`src/pkg/cpu_irq_seq_consts.svh`:
```
// constants of the interrupt sequencer: register offsets, field positions, reset values, cycle counts
// assumes a 32-bit apb register bus with byte addresses
`ifndef CPU_IRQ_SEQ_CONSTS_SVH
`define CPU_IRQ_SEQ_CONSTS_SVH

`define ISQ_PC_W         14
`define ISQ_NSRC         16
`define ISQ_OFF_CTRL     8'h00
`define ISQ_OFF_EXTMASK  8'h04
`define ISQ_OFF_TMRMASK  8'h08
`define ISQ_OFF_EXTFLAG  8'h0c
`define ISQ_OFF_TMRFLAG  8'h10
`define ISQ_OFF_LVLSEL   8'h14
`define ISQ_OFF_EVTSTAT  8'h18
`define ISQ_OFF_EVTMASK  8'h1c
`define ISQ_OFF_SEQSTAT  8'h20
`define ISQ_CTRL_GIE     0
`define ISQ_EVT_ENTRY    0
`define ISQ_EVT_RETURN   1
`define ISQ_EVT_WAKE     2
`define ISQ_RST_GIE      1'b0
`define ISQ_RST_MASK     8'h00
`define ISQ_ENTRY_CYC    3'h4
`define ISQ_WAKE_CYC     3'h4
`define ISQ_JUMP_CYC     3'h3
`define ISQ_RET_CYC      3'h4

`endif

```
`src/pkg/cpu_irq_seq_pkg.sv`:
```
// types of the interrupt sequencer: apb carrier, stack commands, sequence states, module state
// assumes cpu_irq_seq_consts.svh is on the include path
`include "cpu_irq_seq_consts.svh"
package cpu_irq_seq_pkg;
	typedef struct packed {
		logic        psel;
		logic        penable;
		logic        pwrite;
		logic [7:0]  paddr;
		logic [31:0] pwdata;
	} apbReq_s;
	typedef struct packed {
		logic       pushEn;
		logic [7:0] pushByte;
		logic       popEn;
		logic       spInc2;
	} stackOp_s;
	typedef enum logic [4:0] {
		SEQ_IDLE = 5'h01,
		SEQ_WAKE = 5'h02,
		SEQ_PUSH = 5'h04,
		SEQ_JUMP = 5'h08,
		SEQ_RET  = 5'h10
	} seq_e;
	typedef struct packed {
		seq_e                   seq;
		logic [2:0]             cnt;
		logic                   gie;
		logic [7:0]             extMask;
		logic [7:0]             tmrMask;
		logic [7:0]             extFlag;
		logic [7:0]             tmrFlag;
		logic [7:0]             lvlSel;
		logic [2:0]             evtStat;
		logic [2:0]             evtMask;
		logic [`ISQ_PC_W-1:0]   savedPc;
		logic [3:0]             vecIdx;
		logic                   pready;
		logic [31:0]            prdata;
		logic                   pslverr;
		logic                   irq;
		stackOp_s               stack;
		logic                   pcLoad;
		logic [`ISQ_PC_W-1:0]   pcVec;
		logic                   vecJump;
	} seqState_s;
endpackage

```
`src/rtl/cpu_interrupt_sequencer.sv`:
```
// interrupt acceptance, entry and return sequencing for a small 8-bit core
// assumes an apb master for the registers and a core that reports instruction ends, sleep and return
//
// Chosen here: the placing of the registers and the APB register port.
`timescale 1ns/1ps
`default_nettype none
`include "cpu_irq_seq_consts.svh"
module cpu_interrupt_sequencer #(
	parameter logic [`ISQ_PC_W-1:0] VEC_BASE = 14'h0000
) (
	// clock and reset
	input  wire  logic                           mclk,
	input  wire  logic                           rst,
	// apb slave
	input  wire  cpu_irq_seq_pkg::apbReq_s       apbReq,
	output logic                                 pready,
	output logic [31:0]                          prdata,
	output logic                                 pslverr,
	// peripheral requests
	input  wire  logic [7:0]                     extEvent,
	input  wire  logic [7:0]                     extLevel,
	input  wire  logic [7:0]                     tmrEvent,
	// core side
	input  wire  logic                           instrEnd,
	input  wire  logic                           sleeping,
	input  wire  logic                           retExec,
	input  wire  logic [`ISQ_PC_W-1:0]           pcNow,
	output cpu_irq_seq_pkg::stackOp_s            stackOp,
	output logic                                 pcLoad,
	output logic [`ISQ_PC_W-1:0]                 pcVec,
	output logic                                 vecJump,
	output logic                                 globalEn,
	// event interrupt
	output logic                                 irq
);
	import cpu_irq_seq_pkg::*;

	// vectors are two words apart with slot zero kept for reset
	if (VEC_BASE[0] != 1'b0) begin : gBadBase
		$error("vector base must be word-pair aligned");
	end

	seqState_s st_r;
	seqState_s st_nxt;

	logic [15:0] pendVec;
	logic [4:0]  firstHit;
	logic        anyPend;
	logic [3:0]  winIdx;
	logic        accept;
	logic        apbAcc;
	logic        wrNow;
	logic [7:0]  wByte;

	// lowest set bit gives the lowest vector address
	function automatic logic [4:0] firstSet(input logic [15:0] v);
		logic [4:0] r;
		r = 5'h00;
		for (int i = 15; i >= 0; i--) begin
			if (v[i]) begin
				r = {1'b1, 4'(i)};
			end
		end
		return r;
	endfunction

	function automatic logic [31:0] rdReg(input seqState_s s, input logic [7:0] a);
		logic [31:0] r;
		r = 32'h0000_0000;
		case (a)
			`ISQ_OFF_CTRL:    r = {31'h0, s.gie};
			`ISQ_OFF_EXTMASK: r = {24'h0, s.extMask};
			`ISQ_OFF_TMRMASK: r = {24'h0, s.tmrMask};
			`ISQ_OFF_EXTFLAG: r = {24'h0, s.extFlag};
			`ISQ_OFF_TMRFLAG: r = {24'h0, s.tmrFlag};
			`ISQ_OFF_LVLSEL:  r = {24'h0, s.lvlSel};
			`ISQ_OFF_EVTSTAT: r = {29'h0, s.evtStat};
			`ISQ_OFF_EVTMASK: r = {29'h0, s.evtMask};
			`ISQ_OFF_SEQSTAT: r = {16'h0, s.savedPc[7:0], s.vecIdx, s.cnt[0], 3'(s.seq >> 2)};
			default:          r = 32'h0000_0000;
		endcase
		return r;
	endfunction

	function automatic logic mapped(input logic [7:0] a);
		return (a[1:0] == 2'h0) && (a <= `ISQ_OFF_SEQSTAT);
	endfunction

	always_comb begin
		// a level-sensed source is pending only while its input holds
		pendVec = {st_r.tmrFlag & st_r.tmrMask,
			((st_r.extFlag & ~st_r.lvlSel) | (extLevel & st_r.lvlSel)) & st_r.extMask};
		firstHit = firstSet(pendVec);
		anyPend  = firstHit[4];
		winIdx   = firstHit[3:0];
		// the return sequence is not an instruction end, so one main instruction runs first unless the core is sleeping
		accept  = (st_r.seq == SEQ_IDLE) && st_r.gie && anyPend && (instrEnd || sleeping);
		apbAcc  = apbReq.psel && apbReq.penable && !st_r.pready;
		wrNow   = apbReq.psel && apbReq.penable && st_r.pready && apbReq.pwrite && mapped(apbReq.paddr);
		wByte   = apbReq.pwdata[7:0];
	end

	always_comb begin
		st_nxt = st_r;
		st_nxt.pready        = apbAcc;
		st_nxt.pslverr       = apbAcc && !mapped(apbReq.paddr);
		st_nxt.prdata        = apbAcc ? rdReg(st_r, apbReq.paddr) : 32'h0000_0000;
		st_nxt.stack         = '0;
		st_nxt.pcLoad        = 1'b0;
		st_nxt.vecJump       = 1'b0;

		// software writes land on the edge where pready is seen high
		if (wrNow) begin
			case (apbReq.paddr)
				`ISQ_OFF_CTRL:    st_nxt.gie     = wByte[`ISQ_CTRL_GIE];
				`ISQ_OFF_EXTMASK: st_nxt.extMask = wByte;
				`ISQ_OFF_TMRMASK: st_nxt.tmrMask = wByte;
				`ISQ_OFF_EXTFLAG: st_nxt.extFlag = st_r.extFlag & ~wByte;
				`ISQ_OFF_TMRFLAG: st_nxt.tmrFlag = st_r.tmrFlag & ~wByte;
				`ISQ_OFF_LVLSEL:  st_nxt.lvlSel  = wByte;
				`ISQ_OFF_EVTSTAT: st_nxt.evtStat = st_r.evtStat & ~wByte[2:0];
				`ISQ_OFF_EVTMASK: st_nxt.evtMask = wByte[2:0];
				default:          st_nxt.lvlSel  = st_nxt.lvlSel;
			endcase
		end

		case (st_r.seq)
			SEQ_IDLE: begin
				st_nxt.cnt = 3'h0;
				if (accept) begin
					st_nxt.gie     = 1'b0;
					st_nxt.vecIdx  = winIdx;
					st_nxt.savedPc = pcNow;
					st_nxt.seq     = sleeping ? SEQ_WAKE : SEQ_PUSH;
					st_nxt.evtStat[`ISQ_EVT_ENTRY] = 1'b1;
					st_nxt.evtStat[`ISQ_EVT_WAKE]  = st_nxt.evtStat[`ISQ_EVT_WAKE] | sleeping;
				end else if (retExec) begin
					st_nxt.seq = SEQ_RET;
				end
			end
			SEQ_WAKE: begin
				st_nxt.cnt = st_r.cnt + 3'h1;
				if (st_r.cnt == `ISQ_WAKE_CYC - 3'h1) begin
					st_nxt.cnt = 3'h0;
					st_nxt.seq = SEQ_PUSH;
				end
			end
			SEQ_PUSH: begin
				st_nxt.cnt = st_r.cnt + 3'h1;
				// low byte first, then the upper six bits of the 14-bit counter
				if (st_r.cnt == 3'h0) begin
					st_nxt.stack.pushEn   = 1'b1;
					st_nxt.stack.pushByte = st_r.savedPc[7:0];
				end else if (st_r.cnt == 3'h1) begin
					st_nxt.stack.pushEn   = 1'b1;
					st_nxt.stack.pushByte = {2'h0, st_r.savedPc[13:8]};
				end else if (st_r.cnt == `ISQ_ENTRY_CYC - 3'h1) begin
					st_nxt.cnt    = 3'h0;
					st_nxt.seq    = SEQ_JUMP;
					st_nxt.pcLoad = 1'b1;
					// the jump indication covers all three jump cycles, starting with the load
					st_nxt.vecJump = 1'b1;
					st_nxt.pcVec  = VEC_BASE + {9'h0, st_r.vecIdx, 1'b0} + 14'h0002;
					if (st_r.vecIdx[3]) begin
						st_nxt.tmrFlag[st_r.vecIdx[2:0]] = 1'b0;
					end else begin
						st_nxt.extFlag[st_r.vecIdx[2:0]] = 1'b0;
					end
				end
			end
			SEQ_JUMP: begin
				st_nxt.vecJump = 1'b1;
				st_nxt.cnt     = st_r.cnt + 3'h1;
				if (st_r.cnt == `ISQ_JUMP_CYC - 3'h1) begin
					st_nxt.vecJump = 1'b0;
					st_nxt.cnt     = 3'h0;
					st_nxt.seq     = SEQ_IDLE;
				end
			end
			SEQ_RET: begin
				st_nxt.cnt = st_r.cnt + 3'h1;
				// the core flags register is left untouched on both entry and return
				if (st_r.cnt <= 3'h1) begin
					st_nxt.stack.popEn = 1'b1;
				end else if (st_r.cnt == 3'h2) begin
					st_nxt.stack.spInc2 = 1'b1;
				end else begin
					st_nxt.cnt = 3'h0;
					st_nxt.gie = 1'b1;
					st_nxt.seq = SEQ_IDLE;
					st_nxt.evtStat[`ISQ_EVT_RETURN] = 1'b1;
				end
			end
			default: begin
				st_nxt.seq = SEQ_IDLE;
				st_nxt.cnt = 3'h0;
			end
		endcase

		// new events win over any clear in the same cycle; level sources never latch
		// masked with the new select so a flag cannot outlive a switch to level sensing
		st_nxt.extFlag = (st_nxt.extFlag | extEvent) & ~st_nxt.lvlSel;
		st_nxt.tmrFlag = st_nxt.tmrFlag | tmrEvent;
		st_nxt.irq     = |(st_nxt.evtStat & st_nxt.evtMask);
	end

	always_ff @(posedge mclk) begin
		if (rst) begin
			st_r         <= '0;
			st_r.seq     <= SEQ_IDLE;
			st_r.gie     <= `ISQ_RST_GIE;
			st_r.extMask <= `ISQ_RST_MASK;
			st_r.tmrMask <= `ISQ_RST_MASK;
		end else begin
			st_r <= st_nxt;
		end
	end

	assign pready   = st_r.pready;
	assign prdata   = st_r.prdata;
	assign pslverr  = st_r.pslverr;
	assign stackOp  = st_r.stack;
	assign pcLoad   = st_r.pcLoad;
	assign pcVec    = st_r.pcVec;
	assign vecJump  = st_r.vecJump;
	assign globalEn = st_r.gie;
	assign irq      = st_r.irq;
endmodule
`default_nettype wire

```
`config.mk`:
```
export PLATFORM = sky130hd
export DESIGN_NAME = cpu_interrupt_sequencer
export DESIGN_NICKNAME = d
export VERILOG_FILES = /design/src/pkg/cpu_irq_seq_pkg.sv /design/src/rtl/cpu_interrupt_sequencer.sv
export VERILOG_INCLUDE_DIRS = /design/src /design/src/pkg
export SDC_FILE = /design/constraint.sdc
export NUM_CORES = 1
export LEC_CHECK = 0
export ABC_AREA = 0
export ABC_CLOCK_PERIOD_IN_PS = 2200
export BUFFER_PORTS_ARGS = -buffer_cell sky130_fd_sc_hd__buf_2
export CAP_MARGIN = 20
export CORE_ASPECT_RATIO = 1.75
export CORE_MARGIN = 5
export CORE_UTILIZATION = 45
export DETAILED_ROUTE_END_ITERATION = 12
export GPL_TIMING_DRIVEN = 0
export PLACE_DENSITY = 0.79
export SETUP_SLACK_MARGIN = 0.15
export SLEW_MARGIN = 20
export SYNTH_ARGS = -nofsm -noshare
export SYNTH_HDL_FRONTEND = slang
export SYNTH_SLANG_ARGS = --single-unit
```
`constraint.sdc`:
```
create_clock -name mclk -period 2.2 [get_ports mclk]
set_input_delay 0.22 -clock mclk [delete_from_list [all_inputs] [get_ports mclk]]
set_output_delay 0.22 -clock mclk [all_outputs]
set_load 0.02 [all_outputs]
```
After elaboration in Yosys (flattened, before gate mapping) --
Index checks and enable logic that the tools add are counted.
Storage, ports and cells: logic and storage cells 169, output and inout bits 63, bits of input ports 86, register bits after elaboration 127
Cells by class: equal/unequal tests 24, magnitude comparators 4, add/subtract/negate cells 2, reductions and logical operators 28, muxes and demuxes 63, bitwise gates (word level) 25
Operators with widths (number):
- 16-bit one-hot mux with 9 select lines | 1
- 8-bit two-way mux | 12
- 5-bit two-way mux | 18
- 16-bit two-way mux | 5
- 8-bit bitwise AND | 9
- 47-bit two-way mux | 1
- 8-bit one-hot mux with 5 select lines | 1
- 9-bit two-way mux | 4
- 8-bit by 5-bit equality test with 1-bit output, second input constant | 4
- 8-bit NOT | 4
- 8-bit bitwise OR | 3
- 8-bit by 4-bit equality test with 1-bit output, second input constant | 2
- 1-bit two-way mux | 15
- 2-bit != test, second input constant | 7
- 1-bit logical AND | 11
- 3-bit two-way mux | 3
- 8-bit by 3-bit equality test with 1-bit output, second input constant | 1
- 8-bit by 6-bit equality test with 1-bit output, second input constant | 1
- 8-bit by 6-bit <= comparator with 1-bit output, second input constant | 1
- 8-bit logical NOT | 1
- 8-bit AND reduction | 1
- 5-bit by 2-bit adder with 6-bit output, second input constant | 1
- 3-bit bitwise AND | 2
- 3-bit by 2-bit equality test with 1-bit output, second input constant | 2
- other kinds (25) | 36

Depth between registers and ports, before layout --
Gate-level depths: netlist of the first run.
depth in word-level cells 23, depth in mapped cells 8, mapped depth without buffers 8

Least setup slack after synthesis of the first run --
Ideal clock, no wire load.
path type reg2reg, start point reg st_r[93] (netlist name), end point reg st_r[74] (netlist name), cell stages (with the launch flop) 8, period minus slack after synthesis 2.123 ns, path slack 0.077 ns, buffers on the path 1, setup time 0.128 ns, required time 2.072 ns, arrival time 1.995 ns, cells stage by stage dfxtp_1 > mux2_4 > o2bb2ai_1 > or4_4 > a21oi_2 > buf_4 > mux2i_1 > nor2_1
Between the ends: cells in the longest elaborated chain, start to end 15, elaborated cells on any way between the ends 16, classes of those cells mux: 8; bitwise: 5; reduce/logical: 3
RTL lines:
- start: declaration | RTL line cpu_interrupt_sequencer.sv:43 | seqState_s st_r;
- start signal: assignment | RTL line cpu_interrupt_sequencer.sv:215 | st_r <= st_nxt;
- 8-bit NOT | RTL line cpu_interrupt_sequencer.sv:92 | ((st_r.extFlag & ~st_r.lvlSel) | (extLevel & st_r.lvlSel)) & st_r.extMask};
- 8-bit bitwise AND | RTL line cpu_interrupt_sequencer.sv:92
- 8-bit bitwise OR * | RTL line cpu_interrupt_sequencer.sv:92
- 8-bit bitwise AND * | RTL line cpu_interrupt_sequencer.sv:92
- 5-bit two-way mux * (8 in series) | RTL line cpu_interrupt_sequencer.sv:60 | if (v[i]) begin
- 1-bit logical AND * (2 in series) | RTL line cpu_interrupt_sequencer.sv:97 | accept = (st_r.seq == SEQ_IDLE) && st_r.gie && anyPend && (instrEnd || sleeping);
- 2-bit AND reduction (no source line) *
Mark *: on every way between the ends. The rest lies on a longest branch, timed or not. A chain may end at the register's enable or synchronous reset.

Worst setup path in the final report of the first run --
start point reg st_r[91] (netlist name), end point reg st_r[79] (netlist name)
Between the ends: cells in the longest elaborated chain, start to end 13, elaborated cells on any way between the ends 14, classes of those cells mux: 6; bitwise: 5; reduce/logical: 3
RTL lines (RTL line):
- 8-bit NOT | cpu_interrupt_sequencer.sv:92
- 8-bit bitwise AND | cpu_interrupt_sequencer.sv:92
- 8-bit bitwise OR * | cpu_interrupt_sequencer.sv:92
- 8-bit bitwise AND * | cpu_interrupt_sequencer.sv:92
- 5-bit two-way mux * (6 in series) | cpu_interrupt_sequencer.sv:60
- 1-bit logical AND * (2 in series) | cpu_interrupt_sequencer.sv:97
- 2-bit AND reduction (no source line) *
Marked as above.

==> impl_metrics.ini, run 1 <==
[floorplan]
die_area_um2 = 14200
rows = 52
die_w_um = 92.3
core_um2 = 11600
pin_count = 149
floorplan.initialDensity = 0.461
die_y_um = 154

[global_routing]
grt_max_degree = 20
grt_antenna_before_repair = 0
first_global_vias = 5272
grt_first_pass_wirelength_um = 25800
grt-ovfl-total = 0
gr-usage-all-layers = 0.229

[clock_tree]
clk_pin_slew_ns = 0.08
h-tree-depth = 3
clk_latency_ns = 0.35
clockBufferDepth = 2
cts_num_sinks = 110
cts_tree = yes
cts-buffers-inserted = 9
hold_buffers = 0
clockRootBuffer = clkbuf_16

[place]
dp_hpwl_um = 12200
port_buffers = 98
gp_congestion = 1.01
post-place-ws_ns = -0.533
post-place-cells = 881

[final_layout]
layout-drive-gt1-share = 0.340
final_nets = 871
fillers = 1002
final_cells = 918
diodes = 0
area_growth_pct = 29.8
final_util = 0.599

[timing]
period_share = 0.996
whs_ns = 0.0692
relSlewSlack = 0.541
skew_ns = 0.00957
fmax_ghz = 0.457
tightest_slew_ns = 0.682
rsz0062_at_grt = true
hold_violations = 0
min_period_ns = 2.19
setup_viol = 0
setup_ws_ns = 0.00942
maxSlewViolCount = 0

[worst_setup_path]
r2r-end = st_r[79]$_SDFFE_PP0P_
r2r.worst_path.cells = 8
arrival_ns = 2.40
crit_chain = mux2_4, o2bb2ai_4, or4_4, a21oi_4, buf_12, clkbuf_16, mux2i_1, nor2_1
cp-end-kind = flip-flop
crit_fanout = 7
r2r_setup_slack_ns = 0.009
r2r-start = st_r[91]$_SDFF_PP0_
worstPathRequired_ns = 2.41
slowest_delay_ns = 0.51
cp_num_buf_inv = 2
crit_type = reg2reg
path_delay_family = simple AND/OR/NAND/NOR gates
slowest_stage = or4_4
critPathLaunchType = flip-flop

[hold_path]
holdPathEnd = st_r[96]$_SDFF_PP0_
hp-class = in2reg
hp-start = tmrEvent[2]
whs_path_depth = 3

[synthesis]
synth_top_cell_area_share = 0.412
yosysWarnings = 0
synth-edff-count = 0
synth-seq-area-share = 0.412
synthTopCellsByArea = dfxtp_1 41%, buf_4 8.2%, mux2i_1 5.2%
synthDistinctLibCells = 62
syn_area_um2 = 5340
synthArstFlopShare = 0
synth.most_common_cell = dfxtp_1
avgSynthCellArea_um2 = 8.56
synth-seq-cells = 110
synthTopCellsByCount = 110 x dfxtp_1, 67 x nand2_1, 66 x nor2_1
syn-instance-count = 624
yosysTopAreaCell = dfxtp_1
synth_ff_type = dfxtp_1

[drt]
ant_nets = 0
drt-vias-per-instance = 5.78
num_vias = 5302
route.detailed.drc = 0
firstDrtPassIters = 5
wl_per_cell_um = 18.3
wirelength_um = 16800
drt_iter0_markers = 434

[power]
powerDensity_nw_per_um2 = 586
p_leak_nw = 2.97
ir_drop_uv = 389

[run_status]
run_status = complete, no violations

[job]
cap_violations = 0
[report_power, final]
group          internal [mW]  switching (mW)
clock network          0.898           0.773
registers               2.01          0.0330
logic                  0.143           0.208
[through the flow]
stage,instance area [um2],total power [mW],setup TNS (ns)
after detailed placement,6110,2.40,-12.57
after CTS,6740,4.04,-0.0904
final,6930,4.06,0
after floorplan,5440,2.27,0
after global routing,6930,4.19,-0.111
after global placement,6100,2.39,-13.86
[area by class of cell]
cell class / count / area, um2 / area share
multi-input combinational: 439 / 2900 / 0.418
sequential: 110 / 2240 / 0.323
timing repair buffer: 118 / 694 / 0.100
buffer: 88 / 579 / 0.0836
clock buffer: 9 / 225 / 0.0325
tap: 135 / 169 / 0.0244
clock inverter: 7 / 78.8 / 0.0114
inverter: 12 / 45.0 / 0.00650
[placed cells by master (no fill, tap or decap), drive strengths merged, types with 4 or more instances in the layout]
cell    count
and3        7
nand2b      4
nor2       66
nor4        5
clkbuf     35
a22oi      35
o21a        4
and2       16
nand3      15
o21ai      16
a31oi      10
buf       180
nand2      67
nor2b       6
a22o        7
a221o       5
nor3        7
dfxtp     110
a21oi      52
mux2i      28
and4        4
conb       25
ha          7
nor3b       5
inv        15
[cells by family after synthesis]
family,Yosys count,synth area share
AND/OR/NAND/NOR,220,0.203
other,1,0.000702
AO/OA/AOI/OAI,153,0.191
adder cells (fa/ha/maj),7,0.0164
XOR/XNOR,2,0.00328
buffers and inverters,100,0.113
flip-flops,110,0.412
multiplexers,31,0.0595
[metal layers]
| layer | vias up | global-route usage | share of wire |
|---|---|---|---|
| li1 | 2456 | - | - |
| met1 | 2421 | 0.229 | 0.33 |
| met2 | 339 | 0.410 | 0.51 |
| met3 | 86 | 0.0377 | 0.080 |
| met4 | 0 | 0.181 | 0.072 |
| met5 | - | 0 | 0 |
[sequential cells by signal, indices dropped and copies added, names as in the netlist]
name      flops
st_r         72
pready        1
stackOp      11
prdata       16
globalEn      1
vecJump       1
irq           1
pcVec         5
pslverr       1
pcLoad        1
[worst min-delay path, stage by stage]
cell,delay (ns)
buf_2,0.07
a21oi_1,0.03
nor2_1,0.07
[timing repair]
action,CTS,global route
pin swaps,4,12
setup endpoints to repair,63,63
cloned,2,1
resized for setup,49,40
setup buffers,13,5
[how the worst max path moves through the flow]
stage	from	end	slack, ns	cells past startpoint
after detailed placement	st_r[127]$_SDFF_PP0_	st_r[100]$_SDFF_PP0_	-0.53	8
after global routing	st_r[91]$_SDFF_PP0_	st_r[71]$_SDFFE_PP0P_	-0.02	8
after CTS	st_r[93]$_SDFF_PP0_	st_r[72]$_SDFFE_PP0P_	-0.02	7
after floorplan	st_r[93]$_SDFF_PP0_	st_r[79]$_SDFFE_PP0P_	0.16	7
after global placement	st_r[127]$_SDFF_PP0_	st_r[100]$_SDFF_PP0_	-0.54	8
final	st_r[91]$_SDFF_PP0_	st_r[79]$_SDFFE_PP0P_	0.009	8
No activity file was read; power rests on OpenSTA's default activity.
==> inputs of run 2 (changes only) <==
- CTS_BUF_LIST: default -> sky130_fd_sc_hd__clkbuf_4 sky130_fd_sc_hd__clkbuf_8
==> impl_metrics.ini, run 2 (same netlist as run 1, synthesis figures left out) <==
[clock_tree]
clk_latency_ns = 0.40
cts_tree = yes
cts-buffers-inserted = 9
cts_num_sinks = 110
clockBufferDepth = 2
clockRootBuffer = clkbuf_8
clk_pin_slew_ns = 0.12
h-tree-depth = 3
hold_buffers = 0

[drt]
num_vias = 5321
wl_per_cell_um = 18.5
drt-vias-per-instance = 5.76
firstDrtPassIters = 7
route.detailed.drc = 0
ant_nets = 0
wirelength_um = 17000
drt_iter0_markers = 447

[hold_path]
hp-class = in2reg
whs_path_depth = 2

[worst_setup_path]
r2r.worst_path.cells = 8
arrival_ns = 2.46
cp-end-kind = flip-flop
crit_fanout = 6
worstPathRequired_ns = 2.46
crit_type = reg2reg
r2r_setup_slack_ns = 0.004
critPathLaunchType = flip-flop

[timing]
setup_viol = 0
min_period_ns = 2.20
tightest_slew_ns = 0.699
fin_tns_setup_ns = 0
hold_violations = 0
rsz0062_at_grt = true
fmax_ghz = 0.455
period_share = 0.998
maxSlewViolCount = 0
skew_ns = 0.0180
relSlewSlack = 0.530

[power]
p_sw_uw = 977
ir_drop_uv = 296
clkPwrFrac = 0.348
p_leak_nw = 2.96
internal-power_mw = 2.69
comb_power_share = 0.096
seq_power_share = 0.556
p_sw_frac = 0.266
powerDensity_nw_per_um2 = 532
power_mw = 3.67

[place]
gp_congestion = 1.01
dp_hpwl_um = 12200
port_buffers = 98

[floorplan]
core_um2 = 11600
die_area_um2 = 14200
rows = 52
die_y_um = 154
floorplan.initialDensity = 0.461
pin_count = 149
die_w_um = 92.3

[global_routing]
grt_antenna_before_repair = 0
gr-usage-all-layers = 0.233
first_global_vias = 5297
grt-ovfl-total = 0
grt_first_pass_wirelength_um = 26100
grt_max_degree = 20

[final_layout]
regMostFlops = st_r
area_growth_pct = 29.2
layout-drive-gt1-share = 0.340
layout_commonest_cell = buf_2
final_nets = 876
diodes = 0
multi_input_area_um2 = 2920
seq_area_um2 = 2240
layout_common_cells = 101 x buf_2, 96 x dfxtp_1, 78 x buf_4, 66 x nand2_1, 65 x nor2_1
largest_register_ffs = 72
fillers = 1027

[job]
cap_violations = 0

[run_status]
run_status = complete, no violations
-- run 2: changes by cell type in the layout (fill, tap and decap cells not counted), moves of 2 or more --
cell       previous run  this run
clkbuf_16            10         1
clkbuf_8              0         9
buf_4                73        78
a22oi_1              33        35
a22oi_2               2         0
ha_4                  0         2
inv_1                12        10
nor2_2                2         0
-- run 2: final timing paths --
kind                                 end                   from
setup / recovery   st_r[71]$_SDFFE_PP0P_    st_r[91]$_SDFF_PP0_
hold / removal    st_r[130]$_SDFFE_PP1P_                retExec
setup reg to reg   st_r[71]$_SDFFE_PP0P_    st_r[91]$_SDFF_PP0_
hold reg to reg    stackOp[2]$_SDFF_PP0_  st_r[74]$_SDFFE_PP0P_
-- run 2: through the flow --
stage | hold WS (ns) | cell area, um2 | utilization | worst slack, ns | cells
after detailed placement | 0.433 | 6110 | 0.527 | -0.533 | 881
final | 0.0112 | 6900 | 0.596 | 0.00420 | 923
after floorplan | 0.322 | 5440 | - | 0.163 | 648
after global routing | 0.00204 | 6900 | 0.596 | -0.0327 | 923
after CTS | 0.0241 | 6640 | 0.574 | -0.0298 | 913
after global placement | 0.427 | 6100 | 0.527 | -0.543 | 881
-- run 2: layout make-up --
type                       instances  share of cell area
multi-input combinational        439               0.424
tap                              135              0.0245
buffer                            88              0.0845
sequential                       110               0.325
inverter                          12             0.00689
timing repair buffer             123               0.106
clock buffer                       9              0.0180
clock inverter                     7              0.0114
-- run 2: what timing repair did --
| item | CTS | global route |
|---|---|---|
| buffers inserted | 14 | 9 |
| gates cloned | 2 | 1 |
| endpoints found under the setup margin | 63 | 64 |
| pin swaps | 3 | 15 |
| resized for setup | 50 | 44 |
-- run 2: power groups by stage --
| stage | registers [mW] | logic [mW] | clock network (mW) |
|---|---|---|---|
| global route | 2.05 | 0.382 | 1.38 |
| detailed placement | 2.09 | 0.305 | 0 |
| finish | 2.04 | 0.353 | 1.28 |
| global placement | 2.09 | 0.302 | 0 |
| CTS | 2.04 | 0.323 | 1.28 |
| floorplan | 2.08 | 0.186 | 0 |
-- run 2: worst max-delay path, cell delays in order, from the launching register on --
cell	delay (ns)
dfxtp_4	0.38
mux2_4	0.32
o2bb2ai_4	0.12
or4_4	0.50
a21oi_4	0.17
buf_12	0.15
buf_12	0.13
mux2i_2	0.22
nor2_1	0.06
-- run 2: layer usage --
metal,global-route usage,up-vias,routed length (um)
met5,0,-,0
met4,0.164,0,1150
met3,0.0504,88,1320
met2,0.420,321,8930
met1,0.233,2447,5640
li1,-,2465,-
==> inputs of run 3 (changes only) <==
--- a/config.mk
+++ b/config.mk
@@ -14,3 +14,3 @@
 export CORE_MARGIN = 5
-export CORE_UTILIZATION = 45
+export CORE_UTILIZATION = 49
 export CTS_BUF_LIST = sky130_fd_sc_hd__clkbuf_4 sky130_fd_sc_hd__clkbuf_8
@@ -18,3 +18,3 @@
 export GPL_TIMING_DRIVEN = 0
-export PLACE_DENSITY = 0.79
+export PLACE_DENSITY = 0.85
 export SETUP_SLACK_MARGIN = 0.15
==> constraint.sdc (replaced) <==
create_clock -name mclk -period 2.2 [get_ports mclk]
set_input_delay 0.44 -clock mclk [delete_from_list [all_inputs] [get_ports mclk]]
set_output_delay 0.44 -clock mclk [all_outputs]
set_load 0.02 [all_outputs]
==> impl_metrics.ini, run 3 (same netlist as run 1, synthesis figures left out) <==
[timing]
setup_ws_ns = -0.0510
rsz0062_at_grt = true
min_period_ns = 2.25
period_share = 1.02
hold_violations = 0
maxSlewViolCount = 0
tightest_slew_ns = 0.698
skew_ns = 0.0148
relSlewSlack = 0.535
whs_ns = 0.250
fmax_ghz = 0.444
setup_viol = 6

[drt]
dr_wl_met3_um = 1510
wirelength_um = 17500
wl_per_cell_um = 19.2
drt-vias-per-instance = 5.91
met2_length_um = 8930
num_vias = 5399
ant_nets = 0
met1_length_um = 5740
drt_iter0_markers = 499
route.detailed.drc = 0
firstDrtPassIters = 6
top_layer_used = met4

[power]
clkPwrFrac = 0.330
p_leak_nw = 2.93
p_sw_frac = 0.259
powerDensity_nw_per_um2 = 530
p_sw_uw = 924
comb_power_share = 0.099
seq_power_share = 0.571
ir_drop_uv = 395
internal-power_mw = 2.65
power_mw = 3.57

[global_routing]
grt_antenna_before_repair = 0
grt-ovfl-total = 0
grt_first_pass_wirelength_um = 25400
gr-usage-all-layers = 0.252
grt_max_degree = 17
first_global_vias = 5154

[final_layout]
regMostFlops = st_r
seq_area_um2 = 2240
layout_commonest_cell = buf_2
area_growth_pct = 26.3
largest_register_ffs = 72
multi_input_area_um2 = 2860
final_nets = 871
layout_common_cells = 100 x buf_2, 97 x dfxtp_1, 73 x buf_4, 66 x nor2_1, 65 x nand2_1
layout-drive-gt1-share = 0.337
fillers = 887
diodes = 0

[clock_tree]
clk_pin_slew_ns = 0.10
clockRootBuffer = clkbuf_8
cts-buffers-inserted = 9
cts_num_sinks = 110
hold_buffers = 0
clk_latency_ns = 0.39
h-tree-depth = 3
cts_tree = yes
clockBufferDepth = 2

[worst_setup_path]
r2r-start = st_r[86]$_SDFF_PP0_
critPathLaunchType = flip-flop
crit_fanout = 5
r2r_setup_slack_ns = -0.05
cp-end-kind = flip-flop
r2r-end = irq$_SDFF_PP0_
crit_type = reg2reg
worstPathRequired_ns = 2.48
r2r.worst_path.cells = 7
arrival_ns = 2.53

[floorplan]
pin_count = 149
die_area_um2 = 13200
core_um2 = 10700
rows = 50
die_y_um = 148
die_w_um = 88.9
floorplan.initialDensity = 0.499

[place]
dp_hpwl_um = 12500
port_buffers = 98
gp_congestion = 1.02

[job]
cap_violations = 0

[hold_path]
hp-class = in2reg
hp-start = tmrEvent[2]
whs_path_depth = 3
holdPathEnd = st_r[96]$_SDFF_PP0_

[run_status]
run_status = finished, violations left
violations = setup timing
-- run 3: how the worst max path moves through the flow --
stage / endpoint / start / cells after the start
floorplan: st_r[79]$_SDFFE_PP0P_ / extLevel[5] / 7
global route: irq$_SDFF_PP0_ / st_r[86]$_SDFF_PP0_ / 7
finish: irq$_SDFF_PP0_ / st_r[86]$_SDFF_PP0_ / 7
CTS: st_r[64]$_SDFFE_PP0P_ / st_r[131]$_SDFFE_PP0P_ / 7
detailed placement: st_r[121]$_SDFFE_PP0P_ / apbReq[36] / 8
global placement: st_r[123]$_SDFFE_PP0P_ / apbReq[36] / 8
-- run 3: repair_timing --
action,CTS,global route
setup buffers,16,5
setup endpoints to repair,77,72
endpoints found under the hold margin,0,0
pin swaps,5,11
gates resized for setup,51,37
-- run 3: worst max-delay path, stage by stage, from the launching register on --
cell	delay [ns]
dfxtp_4	0.37
mux2i_2	0.27
o22ai_2	0.14
or4_4	0.57
a21oi_4	0.27
buf_6	0.16
o21ai_2	0.06
a221o_1	0.31
-- run 3: per-stage QoR --
stage	cells	setup slack [ns]	util	TNS (ns)	cell area (um2)
2_1_floorplan	648	0.131	-	0	5470
3_3_place_gp	876	-0.532	0.572	-24.50	6120
3_5_place_dp	876	-0.621	0.573	-25.70	6120
4_1_cts	908	-0.0372	0.616	-0.124	6590
5_1_grt	913	-0.0988	0.631	-1.06	6750
6_report	913	-0.0510	0.631	-0.185	6750
-- run 3: cell type report --
type	instances	area share
sequential	110	0.332
clock inverter	3	0.00278
timing repair buffer	119	0.0989
tap	130	0.0241
buffer	88	0.0872
clock buffer	13	0.0247
inverter	12	0.00668
multi-input combinational	438	0.423
-- run 3: layer usage --
metal  GRT usage  vias up
met1       0.262     2480
met5           0        -
met2       0.442      374
met3      0.0382      104
met4       0.179        0
li1            -     2441
-- run 3: power groups by stage --
stage / combinational [mW] / clock [mW] / sequential, mW
after floorplan: 0.189 / 0 / 2.08
after global placement: 0.307 / 0 / 2.09
after detailed placement: 0.310 / 0 / 2.09
after CTS: 0.326 / 1.18 / 2.04
after global routing: 0.376 / 1.25 / 2.04
final: 0.353 / 1.18 / 2.04
